File: src/logic/acs_consts.vh
// constants for the converter channel, reference and sleep control block
`ifndef ACS_CONSTS_VH
`define ACS_CONSTS_VH

// ==========================================================
// register bus
`define ACS_ADDR_W      3
`define ACS_DATA_W      16
`define ACS_OFS_CTRL    3'h0
`define ACS_OFS_RESULT  3'h1
`define ACS_OFS_STATUS  3'h2
`define ACS_OFS_MASK    3'h3
`define ACS_CTRL_RST    16'h0000

// ==========================================================
// control register fields
`define ACS_CTRL_EN     0
`define ACS_CTRL_START  1
`define ACS_CTRL_FREE   2
`define ACS_CTRL_REF_LO 4
`define ACS_CTRL_REF_HI 5
`define ACS_CTRL_CH_LO  8
`define ACS_CTRL_CH_HI  10

// ==========================================================
// reference source encodings
`define ACS_REF_PIN     2'h0
`define ACS_REF_SUPPLY  2'h1
`define ACS_REF_BANDGAP 2'h3

// ==========================================================
// status / mask bits
`define ACS_EVT_W       2
`define ACS_ST_DONE     0
`define ACS_ST_REFSW    1

// ==========================================================
// sleep mode codes seen from the sleep controller
`define ACS_SLP_IDLE    3'h0
`define ACS_SLP_NOISE   3'h1

// ==========================================================
// converter timing
`define ACS_DIV_W       8
`define ACS_CLK_DIV     8'h10
`define ACS_RES_W       10
`define ACS_FULL_SCALE  10'h3FF
`define ACS_MSB_CODE    10'h200
`define ACS_BIT_ONE     10'h001
`define ACS_MSB_IDX     4'h9
`define ACS_SAMPLE_TICKS 4'h2

`endif

File: src/logic/acs_sync2.v
// two flip-flop synchroniser for one asynchronous level
`timescale 1ns/1ps
`default_nettype none

module acs_sync2 (
   input  wire clk_sys,
   input  wire rst_n,
   input  wire asyncIn,
   output reg  syncOut
);

   reg stage1_r;   // first stage, read only by the second

   // ==========================================================
   // synchroniser chain
   // only the second stage is ever looked at by logic
   always @(posedge clk_sys) begin
      if (!rst_n) begin
         stage1_r <= 1'b0;
         syncOut  <= 1'b0;
      end else begin
         stage1_r <= asyncIn;
         syncOut  <= stage1_r;
      end
   end

endmodule

`default_nettype wire

File: src/logic/acs_adc_ctrl.v
// converter control: channel capture, reference select, SAR sequencer, sleep start
`timescale 1ns/1ps
`default_nettype none
`include "acs_consts.vh"

module acs_adc_ctrl (
   input  wire                      clk_sys,
   input  wire                      rst_n,
   input  wire [`ACS_ADDR_W-1:0]    regAddr,
   input  wire [`ACS_DATA_W-1:0]    regWrData,
   input  wire                      regWrStb,
   input  wire                      regRdStb,
   output reg  [`ACS_DATA_W-1:0]    regRdData,
   output wire                      irq,
   input  wire                      compIn,
   output reg  [2:0]                chanSel,
   output reg  [1:0]                refSel,
   output reg                       sampleHold,
   output reg  [`ACS_RES_W-1:0]     dacCode,
   output reg                       converterPowered,
   input  wire [2:0]                sleepMode,
   input  wire                      cpuHalted
);

   // ==========================================================
   // state encodings
   localparam [1:0] ST_IDLE   = 2'h0;   // waiting for a start
   localparam [1:0] ST_SAMPLE = 2'h1;   // input tracked by sample and hold
   localparam [1:0] ST_CONV   = 2'h2;   // bit-by-bit approximation

   // ==========================================================
   // declarations
   reg  [1:0]             state_r;       // sequencer state
   reg                    startPend_r;   // start accepted, waiting for a tick
   reg  [`ACS_DIV_W-1:0]  divCnt_r;      // converter clock divider
   reg  [3:0]             phaseCnt_r;    // sample phase length in ticks
   reg  [3:0]             bitIdx_r;      // bit under trial
   reg  [`ACS_RES_W-1:0]  result_r;      // last finished result
   reg                    en_r;          // converter enable bit
   reg                    free_r;        // free-running mode
   reg  [2:0]             chan_r;        // channel selection as written
   reg  [`ACS_EVT_W-1:0]  status_r;      // sticky events
   reg  [`ACS_EVT_W-1:0]  mask_r;        // interrupt enables
   reg                    refDirty_r;    // reference changed since last result
   reg                    haltPrev_r;    // cpuHalted one cycle ago

   wire                   compSync;      // comparator after two flops
   wire                   tick;          // one converter clock period
   wire                   busy;          // conversion pending or running
   wire                   wrCtrl;        // control register write
   wire                   swStart;       // software start accepted
   wire                   sleepStart;    // start caused by sleep entry
   wire                   lowPowerMode;  // idle or noise-reduction sleep
   wire                   prepared;      // converter ready for sleep start
   wire                   lastBit;       // final decision in this tick
   wire                   doneEvt;       // result valid this cycle
   wire                   refEvt;        // first result after reference change
   wire [`ACS_RES_W-1:0]  bitMask;       // one-hot of the bit under trial
   wire [`ACS_RES_W-1:0]  decided;       // trial code after the decision
   wire [`ACS_EVT_W-1:0]  events;        // event vector into status
   wire [`ACS_EVT_W-1:0]  clrBits;       // write-one-to-clear bits
   wire [1:0]             wrRef;         // reference field of a write
   wire [2:0]             wrChan;        // channel field of a write
   wire [`ACS_DATA_W-1:0] ctrlRst;       // reset image of the control register, sliced per field

   // ==========================================================
   // comparator input synchroniser
   // the comparator comes from the analog side, so it is retimed
   acs_sync2 u_compSync (
      .clk_sys (clk_sys),
      .rst_n   (rst_n),
      .asyncIn (compIn),
      .syncOut (compSync)
   );

   // ==========================================================
   // decode
   assign ctrlRst  = `ACS_CTRL_RST;
   assign wrCtrl   = regWrStb && (regAddr == `ACS_OFS_CTRL);
   assign wrRef    = regWrData[`ACS_CTRL_REF_HI:`ACS_CTRL_REF_LO];
   assign wrChan   = regWrData[`ACS_CTRL_CH_HI:`ACS_CTRL_CH_LO];
   assign busy     = startPend_r || (state_r != ST_IDLE);
   // a start while busy is ignored; it needs the enable in the same write
   assign swStart  = wrCtrl && regWrData[`ACS_CTRL_START] && regWrData[`ACS_CTRL_EN] && !busy;
   assign clrBits  = (regWrStb && (regAddr == `ACS_OFS_STATUS)) ? regWrData[`ACS_EVT_W-1:0]
                                                                : {`ACS_EVT_W{1'b0}};

   // ==========================================================
   // sleep entry start
   // only the rising edge of the halt starts a conversion, so a wake
   // never re-arms a start by itself (the CPU must sleep again)
   assign lowPowerMode = (sleepMode == `ACS_SLP_IDLE) || (sleepMode == `ACS_SLP_NOISE);
   assign prepared     = en_r && !busy && !free_r && mask_r[`ACS_ST_DONE];
   assign sleepStart   = cpuHalted && !haltPrev_r && lowPowerMode && prepared && !swStart;

   always @(posedge clk_sys) begin
      if (!rst_n) begin
         haltPrev_r <= 1'b0;
      end else begin
         haltPrev_r <= cpuHalted;
      end
   end

   // ==========================================================
   // converter clock divider
   // runs only while enabled, so a disabled converter is quiet
   assign tick = en_r && (divCnt_r == {`ACS_DIV_W{1'b0}});

   always @(posedge clk_sys) begin
      if (!rst_n) begin
         divCnt_r <= {`ACS_DIV_W{1'b0}};
      end else if (!en_r || tick) begin
         divCnt_r <= `ACS_CLK_DIV - 8'h01;
      end else begin
         divCnt_r <= divCnt_r - 8'h01;
      end
   end

   // ==========================================================
   // control register
   // power follows the enable bit alone; sleep modes never touch it
   always @(posedge clk_sys) begin
      if (!rst_n) begin
         en_r             <= ctrlRst[`ACS_CTRL_EN];
         free_r           <= 1'b0;
         refSel           <= `ACS_REF_PIN;
         chan_r           <= 3'h0;
         refDirty_r       <= 1'b0;
         converterPowered <= 1'b0;
      end else begin
         converterPowered <= en_r;
         if (wrCtrl) begin
            en_r   <= regWrData[`ACS_CTRL_EN];
            free_r <= regWrData[`ACS_CTRL_FREE];
            chan_r <= wrChan;
            // encoding 2 is not a source; keep the pin rather than short anything
            if (wrRef == `ACS_REF_SUPPLY || wrRef == `ACS_REF_BANDGAP) begin
               refSel <= wrRef;
            end else begin
               refSel <= `ACS_REF_PIN;
            end
         end
         // a new reference marks the next result as the settling one
         if (wrCtrl && (wrRef != refSel)) begin
            refDirty_r <= 1'b1;
         end else if (doneEvt) begin
            refDirty_r <= 1'b0;
         end
      end
   end

   // ==========================================================
   // sequencer
   assign bitMask = `ACS_BIT_ONE << bitIdx_r;
   // comparator high means input above trial code: keep the bit, so an
   // input above the reference walks up to full scale
   assign decided = compSync ? dacCode : (dacCode & ~bitMask);
   assign lastBit = tick && (state_r == ST_CONV) && (bitIdx_r == 4'h0);
   assign doneEvt = lastBit;
   assign refEvt  = doneEvt && refDirty_r;

   always @(posedge clk_sys) begin
      if (!rst_n) begin
         state_r     <= ST_IDLE;
         startPend_r <= 1'b0;
         phaseCnt_r  <= 4'h0;
         bitIdx_r    <= 4'h0;
         dacCode     <= {`ACS_RES_W{1'b0}};
         result_r    <= {`ACS_RES_W{1'b0}};
         chanSel     <= 3'h0;
         sampleHold  <= 1'b0;
      end else if (!en_r) begin
         // disabling aborts any conversion in flight; the trial code
         // returns to zero so an aborted run never looks busy
         state_r     <= ST_IDLE;
         startPend_r <= 1'b0;
         sampleHold  <= 1'b0;
         dacCode     <= {`ACS_RES_W{1'b0}};
      end else begin
         // channel is frozen at the moment the start is taken
         if (swStart) begin
            chanSel     <= wrChan;
            startPend_r <= 1'b1;
         end else if (sleepStart) begin
            chanSel     <= chan_r;
            startPend_r <= 1'b1;
         end
         case (state_r)
            ST_IDLE: begin
               if (tick && startPend_r) begin
                  startPend_r <= 1'b0;
                  state_r     <= ST_SAMPLE;
                  phaseCnt_r  <= `ACS_SAMPLE_TICKS;
                  sampleHold  <= 1'b1;
               end
            end
            ST_SAMPLE: begin
               if (tick) begin
                  if (phaseCnt_r == 4'h1) begin
                     state_r    <= ST_CONV;
                     sampleHold <= 1'b0;
                     bitIdx_r   <= `ACS_MSB_IDX;
                     dacCode    <= `ACS_MSB_CODE;
                  end else begin
                     phaseCnt_r <= phaseCnt_r - 4'h1;
                  end
               end
            end
            ST_CONV: begin
               if (tick) begin
                  if (bitIdx_r == 4'h0) begin
                     // result and flag change on this edge; busy falls here too unless free-running
                     result_r <= decided;
                     dacCode  <= {`ACS_RES_W{1'b0}};
                     if (free_r) begin
                        // restart at once with the channel as it stands now;
                        // a change made during this run lands here
                        chanSel    <= chan_r;
                        state_r    <= ST_SAMPLE;
                        phaseCnt_r <= `ACS_SAMPLE_TICKS;
                        sampleHold <= 1'b1;
                     end else begin
                        state_r <= ST_IDLE;
                     end
                  end else begin
                     bitIdx_r <= bitIdx_r - 4'h1;
                     dacCode  <= decided | (bitMask >> 1);
                  end
               end
            end
            default: begin
               state_r <= ST_IDLE;
            end
         endcase
      end
   end

   // ==========================================================
   // interrupt status and mask
   // a finished conversion always flags, whether or not the CPU has
   // already woken for some other reason
   assign events = {refEvt, doneEvt};

   always @(posedge clk_sys) begin
      if (!rst_n) begin
         status_r <= {`ACS_EVT_W{1'b0}};
         mask_r   <= {`ACS_EVT_W{1'b0}};
      end else begin
         // set wins over a clear in the same cycle
         status_r <= (status_r & ~clrBits) | events;
         if (regWrStb && (regAddr == `ACS_OFS_MASK)) begin
            mask_r <= regWrData[`ACS_EVT_W-1:0];
         end
      end
   end

   // level output; the sleep controller uses it as the wake request
   assign irq = |(status_r & mask_r);

   // ==========================================================
   // register read port
   // data stand one cycle after the strobe and read zero otherwise
   always @(posedge clk_sys) begin
      if (!rst_n) begin
         regRdData <= {`ACS_DATA_W{1'b0}};
      end else if (regRdStb) begin
         case (regAddr)
            `ACS_OFS_CTRL: begin
               regRdData <= {5'h00, chan_r, 2'h0, refSel, 1'b0, free_r, busy, en_r};
            end
            `ACS_OFS_RESULT: begin
               regRdData <= {6'h00, result_r};
            end
            `ACS_OFS_STATUS: begin
               regRdData <= {14'h0000, status_r};
            end
            `ACS_OFS_MASK: begin
               regRdData <= {14'h0000, mask_r};
            end
            default: begin
               regRdData <= {`ACS_DATA_W{1'b0}};
            end
         endcase
      end else begin
         regRdData <= {`ACS_DATA_W{1'b0}};
      end
   end

endmodule

`default_nettype wire

File: config.mk
export PLATFORM = sky130hd
export DESIGN_NAME = acs_adc_ctrl
export DESIGN_NICKNAME = d
export VERILOG_FILES = /design/src/logic/acs_sync2.v /design/src/logic/acs_adc_ctrl.v
export VERILOG_INCLUDE_DIRS = /design/src /design/src/logic
export SDC_FILE = /design/constraint.sdc
export NUM_CORES = 1
export LEC_CHECK = 0
export BUFFER_PORTS_ARGS = -buffer_cell sky130_fd_sc_hd__buf_2
export CAP_MARGIN = 20
export CORE_AREA = 3 3 79 81
export DETAILED_ROUTE_END_ITERATION = 6
export DIE_AREA = 0 0 82 84
export GPL_ROUTABILITY_DRIVEN = 0
export PLACE_DENSITY = 0.83
export SYNTH_ARGS = -nofsm -noshare
export SYNTH_HDL_FRONTEND = slang
export SYNTH_SLANG_ARGS = --single-unit
File: constraint.sdc
create_clock -name clk_sys -period 3.6 [get_ports clk_sys]
set_input_delay 0.36 -clock clk_sys [delete_from_list [all_inputs] [get_ports clk_sys]]
set_output_delay 0.36 -clock clk_sys [all_outputs]
set_load 0.05 [all_outputs]
# == Yosys cells after proc, flatten, opt, wreduce, memory -nomap -nowiden ==
# Cells that the tools add are included.
# word_totals
input_bits,28
reg_bits,75
mem_count,0
latchBits,0
ram_bits,0
mem_bits_ro,0
word_cells,147
# classes
n_div,0
addsub,3
mux,48
magnitude_cmp,0
mul,0
bitwise_logic,8
eq_ne,18
shifts,1
reduce_logical,47
# ops
op,count
2-to-1 mux 10 bit,5
2-to-1 mux 4 bit,11
one-hot mux 11 bit (4 select lines),1
one-hot mux 10 bit (2 select lines),1
logical AND 1 bit,19
2-to-1 mux 3 bit,6
2-to-1 mux 2 bit,7
"!= test 2 bit, second input constant",7
2-to-1 mux 1 bit,13
one-hot mux 4 bit (3 select lines),1
bitwise AND 10 bit,1
NOT 10 bit,1
OR 10 x 9 -> 10 bit,1
"left shift 1 x 4 -> 10 bit, first input constant",1
zero test 8 bit,1
one-hot mux 4 bit (2 select lines),1
AND reduction 4 bit,2
AND reduction 8 bit,1
"subtractor 4 x 1 -> 4 bit, second input constant",2
"subtractor 8 x 1 -> 8 bit, second input constant",1
AND reduction 7 bit,1
"equality test 3 x 1 -> 1 bit, second input constant",2
"equality test 3 x 2 -> 1 bit, second input constant",2
zero test 3 bit,2
other kinds (21),35

# == Longest topological paths before layout ==
# Gate-level depths: netlist of the first run.
# logic_depth
ltp_word,14
mapped_depth,9
depth_no_buf,7

# == Hierarchy ==
# From an unflattened synthesis of the first run, not the netlist that was laid out.
# unflattened
hier_cells,382
hier_area_um2,3289.4
# by_module_without_submodules
module,seq_area_each_um2,cells_per_inst,n_inst,area_per_inst_um2
acs_adc_ctrl,1361.3,378,1,3236.9
acs_sync2,40.0,4,1,52.6

# == Least setup slack after synthesis of the first run ==
# Ideal clock, no wire load.
# synth_path
kind,register to register
startpoint,register divCnt_r[0]
endpoint,register chanSel[0]
required_ns,3.478
setup_ns,0.122
path_stages_with_launch,9
synth_period_minus_slack_ns,1.945
arrival_ns,1.823
setup_slack_ns,1.655
cell_sequence,dfxtp_1 inv_1 ha_1 nor4b_4 and3_2 buf_2 nand3_1 o211a_1 a221o_1
# synth_via
elab_chain_len,4
# synth_rtl
element,line,text
"start, declared",acs_adc_ctrl.v:35,reg [`ACS_DIV_W-1:0] divCnt_r;
"start signal, assigned",acs_adc_ctrl.v:111,divCnt_r <= {`ACS_DIV_W{1'b0}};
"start signal, assigned",acs_adc_ctrl.v:113,divCnt_r <= `ACS_CLK_DIV - 8'h01;
"start signal, assigned",acs_adc_ctrl.v:115,divCnt_r <= divCnt_r - 8'h01;
zero test 8 bit,acs_adc_ctrl.v:107,assign tick = en_r && (divCnt_r == {`ACS_DIV_W{1'b0}});
logical AND 1 bit,acs_adc_ctrl.v:107,
2-to-1 mux 3 bit,acs_adc_ctrl.v:210,if (tick) begin
2-to-1 mux 3 bit,acs_adc_ctrl.v:188,case (state_r)
"end signal, assigned",acs_adc_ctrl.v:182,chanSel <= wrChan;
"end signal, assigned",acs_adc_ctrl.v:185,chanSel <= chan_r;
"end signal, assigned",acs_adc_ctrl.v:218,chanSel <= chan_r;
"end, declared",acs_adc_ctrl.v:16,"output reg [2:0] chanSel,"
# Every way passes these cells.
# A chain may end at the register's enable or synchronous reset.

# == Final worst setup path of the first run ==
# layout_path
startpoint,register divCnt_r[0]
endpoint,register result_r[1]
# layout_via
elab_chain_len,3
# layout_rtl
element,line,text
zero test 8 bit,acs_adc_ctrl.v:107,
logical AND 1 bit,acs_adc_ctrl.v:107,
AND reduction 4 bit (no source line),n/a,
"end signal, assigned",acs_adc_ctrl.v:169,result_r <= {`ACS_RES_W{1'b0}};
"end signal, assigned",acs_adc_ctrl.v:213,result_r <= decided;
"end, declared",acs_adc_ctrl.v:38,reg [`ACS_RES_W-1:0] result_r;
# Every way passes these cells.

==> results of run 1 <==
-- synth_stat cells (all sizes together), types with 3 or more instances --
library cell / instances / share of area [%]
dfxtp: 70 / 43
nor2: 36 / 4.1
a21oi: 34 / 5.2
nand2: 33 / 3.8
o21ai: 19 / 2.9
inv: 15 / 1.7
mux2i: 13 / 3.9
clkbuf: 12 / 1.7
nand3: 12 / 2.0
nor3: 10 / 1.7
ha: 9 / 3.4
a22oi: 8 / 1.8
buf: 8 / 1.7
and2: 7 / 1.3
or2: 6 / 1.1
and3: 5 / 0.99
nand2b: 5 / 0.95
or3: 5 / 0.99
xor2: 5 / 1.3
nor2b: 4 / 0.76
nor4b: 4 / 1.9
o31ai: 4 / 0.91
a221o: 3 / 0.91
nand3b: 3 / 0.68
nor3b: 3 / 0.68
o211ai: 3 / 0.68
or3b: 3 / 0.80
-- state kept, by name, indices dropped and copies added (netlist names), 2 cells and up --
| register | cells |
|---|---|
| divCnt_r | 8 |
| chanSel | 3 |
| state_r | 2 |
| phaseCnt_r | 4 |
| result_r | 10 |
| refSel | 2 |
| status_r | 2 |
| dacCode | 10 |
| regRdData | 11 |
| bitIdx_r | 4 |
| chan_r | 3 |
| mask_r | 2 |
-- worst paths after layout --
| check | from | to | slack [ps] |
|---|---|---|---|
| setup / recovery | divCnt_r[0]$_SDFF_PN0_ | result_r[1]$_SDFFE_PN0P_ | 1030 |
| hold / removal | compIn | u_compSync.stage1_r$_SDFF_PN0_ | 200 |
| setup reg to reg | divCnt_r[0]$_SDFF_PN0_ | result_r[1]$_SDFFE_PN0P_ | 1030 |
| hold reg to reg | result_r[6]$_SDFFE_PN0P_ | result_r[6]$_SDFFE_PN0P_ | 460 |
-- final cells by class --
| class | count | area [um^2] |
|---|---|---|
| clock buffers | 10 | 138 |
| clock inverters | 6 | 68.8 |
| fillers | 488 | 1800 |
| inverters | 15 | 56.3 |
| multi-input cells | 269 | 1740 |
| flip-flops and latches | 70 | 1400 |
| well taps | 72 | 90.1 |
| repair buffers | 48 | 243 |
-- kinds of logic (layout without fill, tap and decap cells) --
group,count (synthesis),in the layout
AO/OA/AOI/OAI,89,89
XOR/XNOR,7,7
adder cells (fa/ha/maj),9,9
buffers and inverters,36,79
flip-flops,70,70
multiplexers,15,15
other,1,5
AND/OR/NAND/NOR,144,144
-- stage by stage --
| stage | cell area [um^2] | total power, uW | setup slack (ps) |
|---|---|---|---|
| after floorplan | 3310 | 859 | 1660 |
| after global placement | 3530 | 877 | 1230 |
| after detailed placement | 3530 | 878 | 1180 |
| after CTS | 3740 | 1530 | 1110 |
| after global routing | 3740 | 1580 | 848 |
| final | 3740 | 1530 | 1030 |
-- worst register-to-register path: stages, from the launching register on --
cell	delay, ps
dfxtp_1	330
inv_1	110
ha_1	200
nor4b_4	360
nand2_2	270
nor3_1	760
nand3_1	240
a21oi_1	220
-- power groups by stage --
stage / clock network [uW] / registers (uW) / logic, uW
5_1_grt: 712 / 789 / 80.7
4_1_cts: 673 / 788 / 73.2
3_5_place_dp: 0 / 806 / 72.7
2_1_floorplan: 0 / 806 / 53.3
3_3_place_gp: 0 / 805 / 71.3
6_report: 671 / 788 / 73.7
-- cells in the final DEF (no fill, tap or decap), drive strengths merged, types with 6 or more instances in the layout --
cell type / synthesis / layout
nor2: 36 / 36
or2: 6 / 6
a22oi: 8 / 8
dfxtp: 70 / 70
and2: 7 / 7
a21oi: 34 / 34
mux2i: 13 / 13
clkbuf: 12 / 10
o21ai: 19 / 19
buf: 8 / 48
nor3: 10 / 10
nand2: 33 / 33
ha: 9 / 9
inv: 15 / 17
nand3: 12 / 12
-- per-layer routing --
metal  vias up  global-route usage, %
met4         0                   11.8
met5         -                      0
li1       1386                      -
met1      1357                   30.7
met3        15                   5.18
met2        90                   35.4
==> run summary, run 1 <==
The number of setup buffers added after CTS is 0. For the worst setup path, the data arrival time is 2860 ps. Headroom to the max-slew limit came out at 37.6%. Sequential cells burn 51.4% of the power. The clock network is responsible for 43.8% of the overall power. After detailed routing, the number of vias per cell comes to 5.81. The clock tree buffer depth is 2. Final critical-path required period: 2570 ps.

The count of yosys warnings during synthesis was 0. The sort of element at the end of the critical path was a flip-flop. DRC violation total after the first TritonRoute iteration: 210.

The maximum number of pins on one net before global-route repair came out at 31. Of all flip-flops after synthesis, the portion carrying an async set or reset was 0%. The kind of start point of the critical path was a flip-flop.

The number of cells in the finished layout apart from fillers is 490, and the number of hold-slack violations in the final timing report is 0. Wire segments on met3 add up to 463 um in the final route. Of the total synthesized cell area, the portion taken by full adders, half adders and majority gates is 3.42%.

Setup repair after global routing left no endpoint under its margin. The tools report the number of distinct standard cells referenced by the synthesized netlist as 63. The run finished with clean final reports. The worst-skew pair later-pin latency is 370 ps.

The run gives 0 as the total DRC errors in the routed layout. The logs give 62 for the top-level I/O count and 0 for the count of max-cap constraint violations. The logs give 371 for the count of mapped cells out of synthesis and 23.3% for the total global routing track utilization. In this design, the largest share of critical-path delay is due to simple AND/OR/NAND/NOR gates. The HPWL after detailed placement is 5200 um. Walking the worst path, the cells encountered are inv_1, ha_1, nor4b_4, nand2_2, nor3_1, nand3_1, a21oi_1. In this run, synthesis inferred 0 flip-flops with an integrated enable.

The complex-gate fraction of the synthesized area was 17.3%; the static leakage was 0.00145 uW. For the pin with the worst max-slew slack, the measured transition is 930 ps. Horizontal die dimension: 82 um. The initial antenna violation count came out at 0.

Relative to the synthesized area, the layout overhead comes to 13.3%. The combinational family with the most area after synthesis is simple AND/OR/NAND/NOR gates. The die is 84 um tall. The maximum clock skew at final layout was 11.5 ps.

For this run, the detailed router's first-pass iteration total came to 5. The logs give 4.8% for the combinational fraction of design power and 0 for the final setup violation count. Dividing the final minimum period by the clock period gives 71.4%. The total met2 wirelength after detailed routing was 3470 um. The number of clock buffers added by TritonCTS is 9. The overflow left after global routing was 0.

Of the total synthesized cell area, the portion taken by XOR and XNOR cells is 1.86%. The share of cells above drive strength 1 came out at 21.3%. Summing every instance area after synthesis gives 3300 um^2.

The maximum clock frequency was 389 MHz. The net count of the finished layout is 450. The via count of the first global-routing pass was 2667; the switching share of total power was 25.0%. The tools report the CTS root buffer as clkbuf_8.

Primary flip-flop cell chosen by synthesis mapping: dfxtp_1. The die footprint was 6890 um^2. Along the worst path, the maximum fanout reaches 14. The post-synthesis mux area share is 5.31%.

First-pass GRT wire length: 12500 um. The min-delay analysis places its worst path in the category in2reg. Standard-cell row count: 27.

The H-tree was split into 3 levels. The detail route stage leaves a number of antenna-violating nets equal to 0. Once the floorplan was initialized, standard cells occupied 59.5% of the core.

Counting instances, the worst hold path has a depth of 2. The number of clock sinks was 70. The critical path start-end classification was reg2reg.

The total count of max-transition violations in the final report is 0, and the largest stage delay on the critical path is 760 ps. The worst-case IR drop observed on VDD is 0.000268 V. The post-cts repair resize count came out at 0.

The internal power contribution is 1150 uW. The logs give 42.5% for the part of the Yosys area used for sequential elements and 197 ps for the final worst hold slack. Clock-pin slew was measured on the worst setup and hold paths at 80 ps. After detailed routing, the total wire length is 7570 um. The run gives 474 as the cell count after placement. TritonCTS built the clock tree. The repair_antennas step left the layout with diodes totalling 0. STA puts the critical path data required time at 3890 ps.

Buffers inserted to repair hold after CTS numbered 0. The synthesized netlist devotes 24.1% of its cell area to simple gates. The final-layout setup total negative slack is 0 ps, and the final design utilization is 67.4%.

The cell type of the slowest stage on the worst timing path is nor3_1. The critical path runs through a total of 7 cells. Signal routing reaches up to met4. Summing over every cut layer, the via total after detailed routing is 2848.

Counting flops and latches in the post-synthesis netlist gives 70. The standard cell core area was 5540 um^2; the average size of a mapped cell was 8.89 um^2. The cell depth of the worst flop-to-flop path came out at 7.

Number of buffer and inverter stages on the critical path: 1. The count of buffers from port buffering is 47, and the power density of the placed cells is 410 nW/um^2. The average wire length per cell after detail routing came out at 15.5 um.

Net switching power: 383 uW. For this block, wires on met1 add up to 3480 um.
Power figures use the tool's default switching activity.
==> run 2, diff against run 1 <==
CORE_AREA = 3 3 82 84   (was 3 3 79 81)
DIE_AREA = 0 0 85 87   (was 0 0 82 84)
PLACE_DENSITY = 0.77   (was 0.83)
clock period = 2.4 ns   (was 3.6 ns; I/O delays follow)
==> run summary, run 2 (same netlist as run 1, synthesis figures left out) <==
The static leakage is 0.00149 uW (+2.6%), and the post-CTS clock slew at the launch and capture registers of the worst setup and hold paths is 70 ps (about the same). The count of buffers from port buffering is 47 (unchanged), and the total global routing track utilization is 21.0% (-2.3 points). The via density per instance is 5.61 (-3.5%), and the cell depth of the worst flop-to-flop path is 7 (unchanged). The worst-path maximum fanout is 11 (-3). Most common cell after layout, fill and taps aside: dfxtp_1.

The critical path start-end classification was reg2reg. More flip-flops sit in one register than any other, and that register is regRdData. For the H-tree depth, the log shows 3 (unchanged). Setup repair after global routing left no endpoint under its margin.

The number of nets in the layout was 458 (+1.8%); the setup slack on the worst flop-to-flop path was 210 ps (-820 ps). The y dimension of the die came out at 87 um (+3.6%). The count of max-cap constraint violations is 0 (unchanged).

The standard cell core area came out at 5990 um^2 (+8.1%). The post-cts repair resize count was 0 (unchanged). The largest registers in the layout are regRdData (11), dacCode (10), result_r (10). The clock tree buffer depth is 2 (unchanged), and the final worst hold slack is 110 ps (-86.9 ps).

The share of the clock period used by the worst path was 91.3% (+20 points). The tools report the maximum clock skew at final layout as 10.4 ps (-1.18 ps). The total count of max-transition violations in the final report is 0 (unchanged), and the worst supply voltage drop on vdd is 0.000312 V (+17%). The logs give 456 MHz (+17%) for the maximum clock frequency and 5440 um (+4.6%) for the half-perimeter wire length after detailed placement. The path with the worst hold slack has its endpoint at u_compSync.stage1_r$_SDFF_PN0_.

The first-pass detailed-route iteration total was 4 (-1). The filler cell count came out at 545 (+12%). The run gives 0 (unchanged) as the total DRC errors in the routed layout. The maximum number of pins on one net before global-route repair is 24 (-23%). The number of buffers inserted during clock tree synthesis came out at 9 (unchanged).

The flip-flop count of the largest register after layout was 11 (unchanged). The number of setup buffers added after CTS is 0 (unchanged), and the final critical-path required period is 2190 ps (-376 ps). The tree is rooted in a clkbuf_8. The total number of vias was 2811 (-1.3%); the transition time at the pin with the least slew margin was 690 ps (-240 ps). The overflow left after global routing is 0 (unchanged). The area added between synthesis and finish came out at 15.3%.

The final setup violation count was 0 (unchanged). Classification of the worst-slack hold path: in2reg. The run gives 2653 (-0.52%) as the via count of the first global-routing pass. The die footprint was 7400 um^2 (+7.4%). TritonCTS built the clock tree. The sum of routed wire length over all layers is 7520 um (-0.73%), and the worst-skew pair later-pin latency is 340 ps (-30 ps). Average wire length per cell after detail routing: 15.0 um (-2.9%).

The run finished with clean final reports. The worst register-to-register path ends at phaseCnt_r[3]$_SDFFE_PN0P_. In this run the most critical hold path is launched from compIn.

For the headroom to the max-slew limit, the log shows 53.7% (+16 points). The endpoint arrival time on the critical path is 2460 ps (-400 ps), and the final-layout setup total negative slack is 0 ps (unchanged). The tools report the number of clock sinks as 70 (unchanged). In the layout the commonest cells are 70 x dfxtp_1, 47 x buf_2, 36 x nor2_1.

The tools report the DRC violation total after the first TritonRoute iteration as 203 (-3.3%). The logs give 12500 um (about the same) for the first-pass GRT wire length and 2670 ps (-1220 ps) for the data required time at the worst endpoint. The power density of the placed cells was 598 nW/um^2 (+46%); the standard-cell row count was 28 (+3.7%). The initial antenna violation count is 0 (unchanged). For the starting density of the core, the log shows 55.0% (-4.5 points). The worst setup path is captured at a flip-flop.

The number of buffers inserted for hold repair after clock tree synthesis was 0 (unchanged). The count of cells along the worst hold path came out at 2 (unchanged). The horizontal die dimension works out to 85 um (+3.7%). Startpoint of the most critical register-to-register path: divCnt_r[0]$_SDFF_PN0_. STA classifies the critical path startpoint as a flip-flop. The share of cells above drive strength 1 came out at 22.8% (+1.5 points).

The tools report the number of antenna repair diodes as 0 (unchanged). The logs give 0 (unchanged) for the number of hold-slack violations in the final timing report and 62 (unchanged) for the top-level I/O count. The number of antenna-violating nets in the routed design came out at 0 (unchanged).
run 2: how the worst max path moves through the flow:
| stage | startpoint | end | cells past startpoint | slack, ps |
|---|---|---|---|---|
| final | divCnt_r[0]$_SDFF_PN0_ | phaseCnt_r[3]$_SDFFE_PN0P_ | 7 | 210 |
| after global placement | divCnt_r[0]$_SDFF_PN0_ | phaseCnt_r[3]$_SDFFE_PN0P_ | 7 | 270 |
| after global routing | divCnt_r[0]$_SDFF_PN0_ | phaseCnt_r[3]$_SDFFE_PN0P_ | 7 | 20 |
| after detailed placement | divCnt_r[0]$_SDFF_PN0_ | phaseCnt_r[3]$_SDFFE_PN0P_ | 7 | 220 |
| after floorplan | divCnt_r[0]$_SDFF_PN0_ | chanSel[0]$_SDFFE_PN0P_ | 8 | 460 |
| after CTS | divCnt_r[0]$_SDFF_PN0_ | phaseCnt_r[3]$_SDFFE_PN0P_ | 7 | 210 |
run 2: power by group:
group | switching (uW) | total [uW] | internal, uW
registers | 10.9 | 1180 | 1170
clock network | 462 | 977 | 515
logic | 74.1 | 113 | 39.1
run 2: cell type report:
| type | count | area [um^2] | area share [%] |
|---|---|---|---|
| well taps | 75 | 93.8 | 2.47 |
| flip-flops and latches | 70 | 1400 | 36.9 |
| multi-input cells | 269 | 1740 | 45.8 |
| inverters | 15 | 56.3 | 1.48 |
| clock buffers | 10 | 138 | 3.62 |
| clock inverters | 6 | 68.8 | 1.81 |
| repair buffers | 56 | 303 | 7.97 |
run 2: through the flow:
step | total power [uW] | instance area (um^2) | util [%] | std cells | setup WS [ps]
2_1_floorplan | 1290 | 3310 | - | 375 | 455
3_3_place_gp | 1320 | 3590 | 60.0 | 485 | 270
3_5_place_dp | 1320 | 3590 | 60.0 | 485 | 217
4_1_cts | 2290 | 3800 | 63.4 | 501 | 205
5_1_grt | 2350 | 3800 | 63.4 | 501 | 20.8
6_report | 2270 | 3800 | 63.4 | 501 | 208
run 2: layer usage:
metal / wire length (um) / share of wire (%) / up-vias / global-route usage (%)
met5: 0 / 0 / - / 0
met3: 448 / 6.0 / 10 / 4.92
met1: 3450 / 46 / 1316 / 26.9
li1: - / - / 1406 / -
met2: 3540 / 47 / 79 / 34.6
met4: 83 / 1.1 / 0 / 8.06
run 2: critical path: stages (launching register included):
cell and delay, ps:
dfxtp_1 330, inv_1 100, ha_1 190, nor4b_4 340
nand2_2 230, o221a_4 300, or4_1 490, a21oi_1 150
==> run 3, diff against run 2 <==
CORE_AREA = 3 3 79 81   (was 3 3 82 84)
DIE_AREA = 0 0 82 84   (was 0 0 85 87)
PLACE_DENSITY = 0.83   (was 0.77)
RECOVER_POWER = 25   (was unset)
clock period = 2.75 ns   (was 2.4 ns; I/O delays follow)
==> run summary, run 3 (same netlist as run 1, synthesis figures left out) <==
The area added between synthesis and finish was 14.5%; the horizontal die dimension was 82 um (-3.5%). The count of max-cap constraint violations is 0 (unchanged). The run gives 434 MHz (-4.8%) as the maximum clock frequency. The logs give 7680 um (+2.1%) for the sum of routed wire length over all layers and 0.00147 uW (-1.5%) for the static leakage. Half-perimeter wire length after detailed placement: 5420 um (-0.47%). The CTS root buffer was clkbuf_8. The number of buffers inserted for hold repair after clock tree synthesis is 0 (unchanged), and the count of buffers from port buffering is 47 (unchanged). The run gives 0.000395 V (+27%) as the worst supply voltage drop on vdd. The run gives 45.9% (+2.9 points) as the proportion of power drawn by the clock network.

The first-pass GRT wire length is 13000 um (+4.5%), and the total global routing track utilization is 24.0% (+3.0 points). The tools report the number of buffers inserted during clock tree synthesis as 9 (unchanged). The combinational fraction of design power is 4.7% (-0.3 points), and the flip-flop count of the largest register after layout is 11 (unchanged). The logs give 0 (unchanged) for the post-cts repair resize count and 6890 um^2 (-6.9%) for the die footprint. The logs give 1580 uW (-8.4%) for the internal power contribution and 2892 (+2.9%) for the total number of vias. The classification of the worst-slack hold path was in2reg. The run gives 70 (unchanged) as the number of clock sinks.

The overflow left after global routing is 0 (unchanged), and the share of the clock period used by the worst path is 83.8% (-7.6 points). The starting density of the core is 59.5% (+4.5 points), and the y dimension of the die is 84 um (-3.4%). Leaving out fill and tap cells, the most frequent cells in the layout are 70 x dfxtp_1, 44 x buf_2, 36 x nor2_1. Final setup violation count: 0 (unchanged).

The share of cells above drive strength 1 is 21.1% (-1.6 points). The run gives 2570 ps (+110 ps) as the endpoint arrival time on the critical path. The sequential group share of total power was 49.4% (-2.6 points). The number of antenna repair diodes came out at 0 (unchanged). Number of antenna-violating nets in the routed design: 0 (unchanged). The first-pass detailed-route iteration total was 4 (unchanged). The initial antenna violation count was 0 (unchanged); the total count of max-transition violations in the final report was 0 (unchanged). The run gives 3020 ps (+350 ps) as the data required time at the worst endpoint.

The critical path start-end classification is reg2reg. The number of setup buffers added after CTS came out at 0 (unchanged). The run gives 2798 (+5.5%) as the via count of the first global-routing pass. The worst setup path is captured at a flip-flop. Via density per instance: 5.87 (+4.6%). TritonCTS built the clock tree. The H-tree depth came out at 3 (unchanged). The number of hold-slack violations in the final timing report was 0 (unchanged); the standard cell core area was 5540 um^2 (-7.5%).

The worst-skew pair later-pin latency is 360 ps (+20 ps), and the total power of the final layout is 2090 uW (-8.1%). The most common cell after layout, fill and taps aside was dfxtp_1. The run finished with clean final reports. Setup repair after global routing left no endpoint under its margin.

The clock tree buffer depth was 2 (unchanged); the register area was 1400 um^2 (unchanged). The average wire length per cell after detail routing was 15.6 um (+3.7%); the DRC violation total after the first TritonRoute iteration was 161 (-21%). In the final layout, the registers with the most flip-flops are regRdData (11), dacCode (10), result_r (10).

The maximum number of pins on one net before global-route repair is 31 (+29%). Standard-cell row count: 27 (-3.6%). Power density of the placed cells: 553 nW/um^2 (-7.5%).

STA classifies the critical path startpoint as a flip-flop. The top register by number of flip-flops is regRdData. The net switching power is 508 uW (-7.2%). The multi-input combinational cell area was 1740 um^2 (unchanged); the headroom to the max-slew limit was 34.2% (-19 points). The final critical-path required period works out to 2300 ps (+111 ps).

The final-layout setup total negative slack was 0 ps (unchanged); the maximum clock skew at final layout was 15.0 ps (+4.64 ps). Transition time at the pin with the least slew margin: 986 ps (+296 ps). Number of nets in the layout: 453 (-1.1%). For the total DRC errors in the routed layout, the log shows 0 (unchanged). The run gives 454 (-17%) as the filler cell count.

For the top-level I/O count, the log shows 62 (unchanged). Switching share of total power: 24.3% (+0.25 points). Post-CTS clock slew at the launch and capture registers of the worst setup and hold paths: 80 ps (about the same). Worst-path maximum fanout: 17 (+6).
-- run 3: cell count changes in the layout (fill, tap and decap cells not counted), sizes merged --
cell / previous run / this run
buf: 56 / 48
bufinv: 1 / 2
clkbuf: 10 / 12
clkinv: 2 / 1
clkinvlp: 1 / 0
inv: 17 / 19
-- run 3: power groups by stage --
stage	Clock, uW	Combinational, uW	Sequential [uW]
4_1_cts	964	98.4	1030
3_3_place_gp	0	94.9	1050
3_5_place_dp	0	97.9	1050
5_1_grt	1010	108	1030
6_report	959	98.5	1030
2_1_floorplan	0	69.8	1050
-- run 3: cell type report --
| class | count | area share (%) |
|---|---|---|
| clock buffer | 9 | 3.28 |
| sequential | 70 | 37.1 |
| multi-input combinational | 269 | 46.1 |
| tap | 72 | 2.39 |
| clock inverter | 7 | 2.75 |
| inverter | 15 | 1.49 |
| timing repair buffer | 51 | 6.93 |
-- run 3: per-layer routing --
layer | track usage (%) | up-vias | share of wire [%]
li1 | - | 1396 | -
met1 | 31.5 | 1376 | 45
met2 | 37.3 | 108 | 47
met3 | 4.32 | 12 | 6.3
met4 | 11.9 | 0 | 1.6
met5 | 0 | - | 0
-- run 3: through the flow --
stage / cells / setup WS, ps / utilization, % / hold slack [ps] / area [um^2]
after floorplan: 375 / 805 / - / 397 / 3310
after global routing: 493 / 265 / 68.2 / 142 / 3780
after detailed placement: 477 / 476 / 64.1 / 450 / 3550
final: 493 / 446 / 68.2 / 128 / 3780
after global placement: 477 / 550 / 64.1 / 442 / 3550
after CTS: 493 / 449 / 68.2 / 125 / 3780
-- run 3: worst max-delay path, cell delays in order (launching register included) --
cell,delay (ps)
dfxtp_1,340
inv_1,150
ha_1,290
nor3b_1,520
nand3_2,380
or2_2,410
a21oi_1,150
-- run 3: path summary, 6_finish.rpt --
kind	to	slack, ps	cells after the start	startpoint
worst min-delay path	u_compSync.stage1_r$_SDFF_PN0_	130	2	compIn
worst max-delay path	result_r[5]$_SDFFE_PN0P_	450	6	bitIdx_r[0]$_SDFFE_PN0P_
worst max register to register	result_r[5]$_SDFFE_PN0P_	450	6	bitIdx_r[0]$_SDFFE_PN0P_
worst min register to register	refDirty_r$_SDFFE_PN0P_	460	2	refDirty_r$_SDFFE_PN0P_
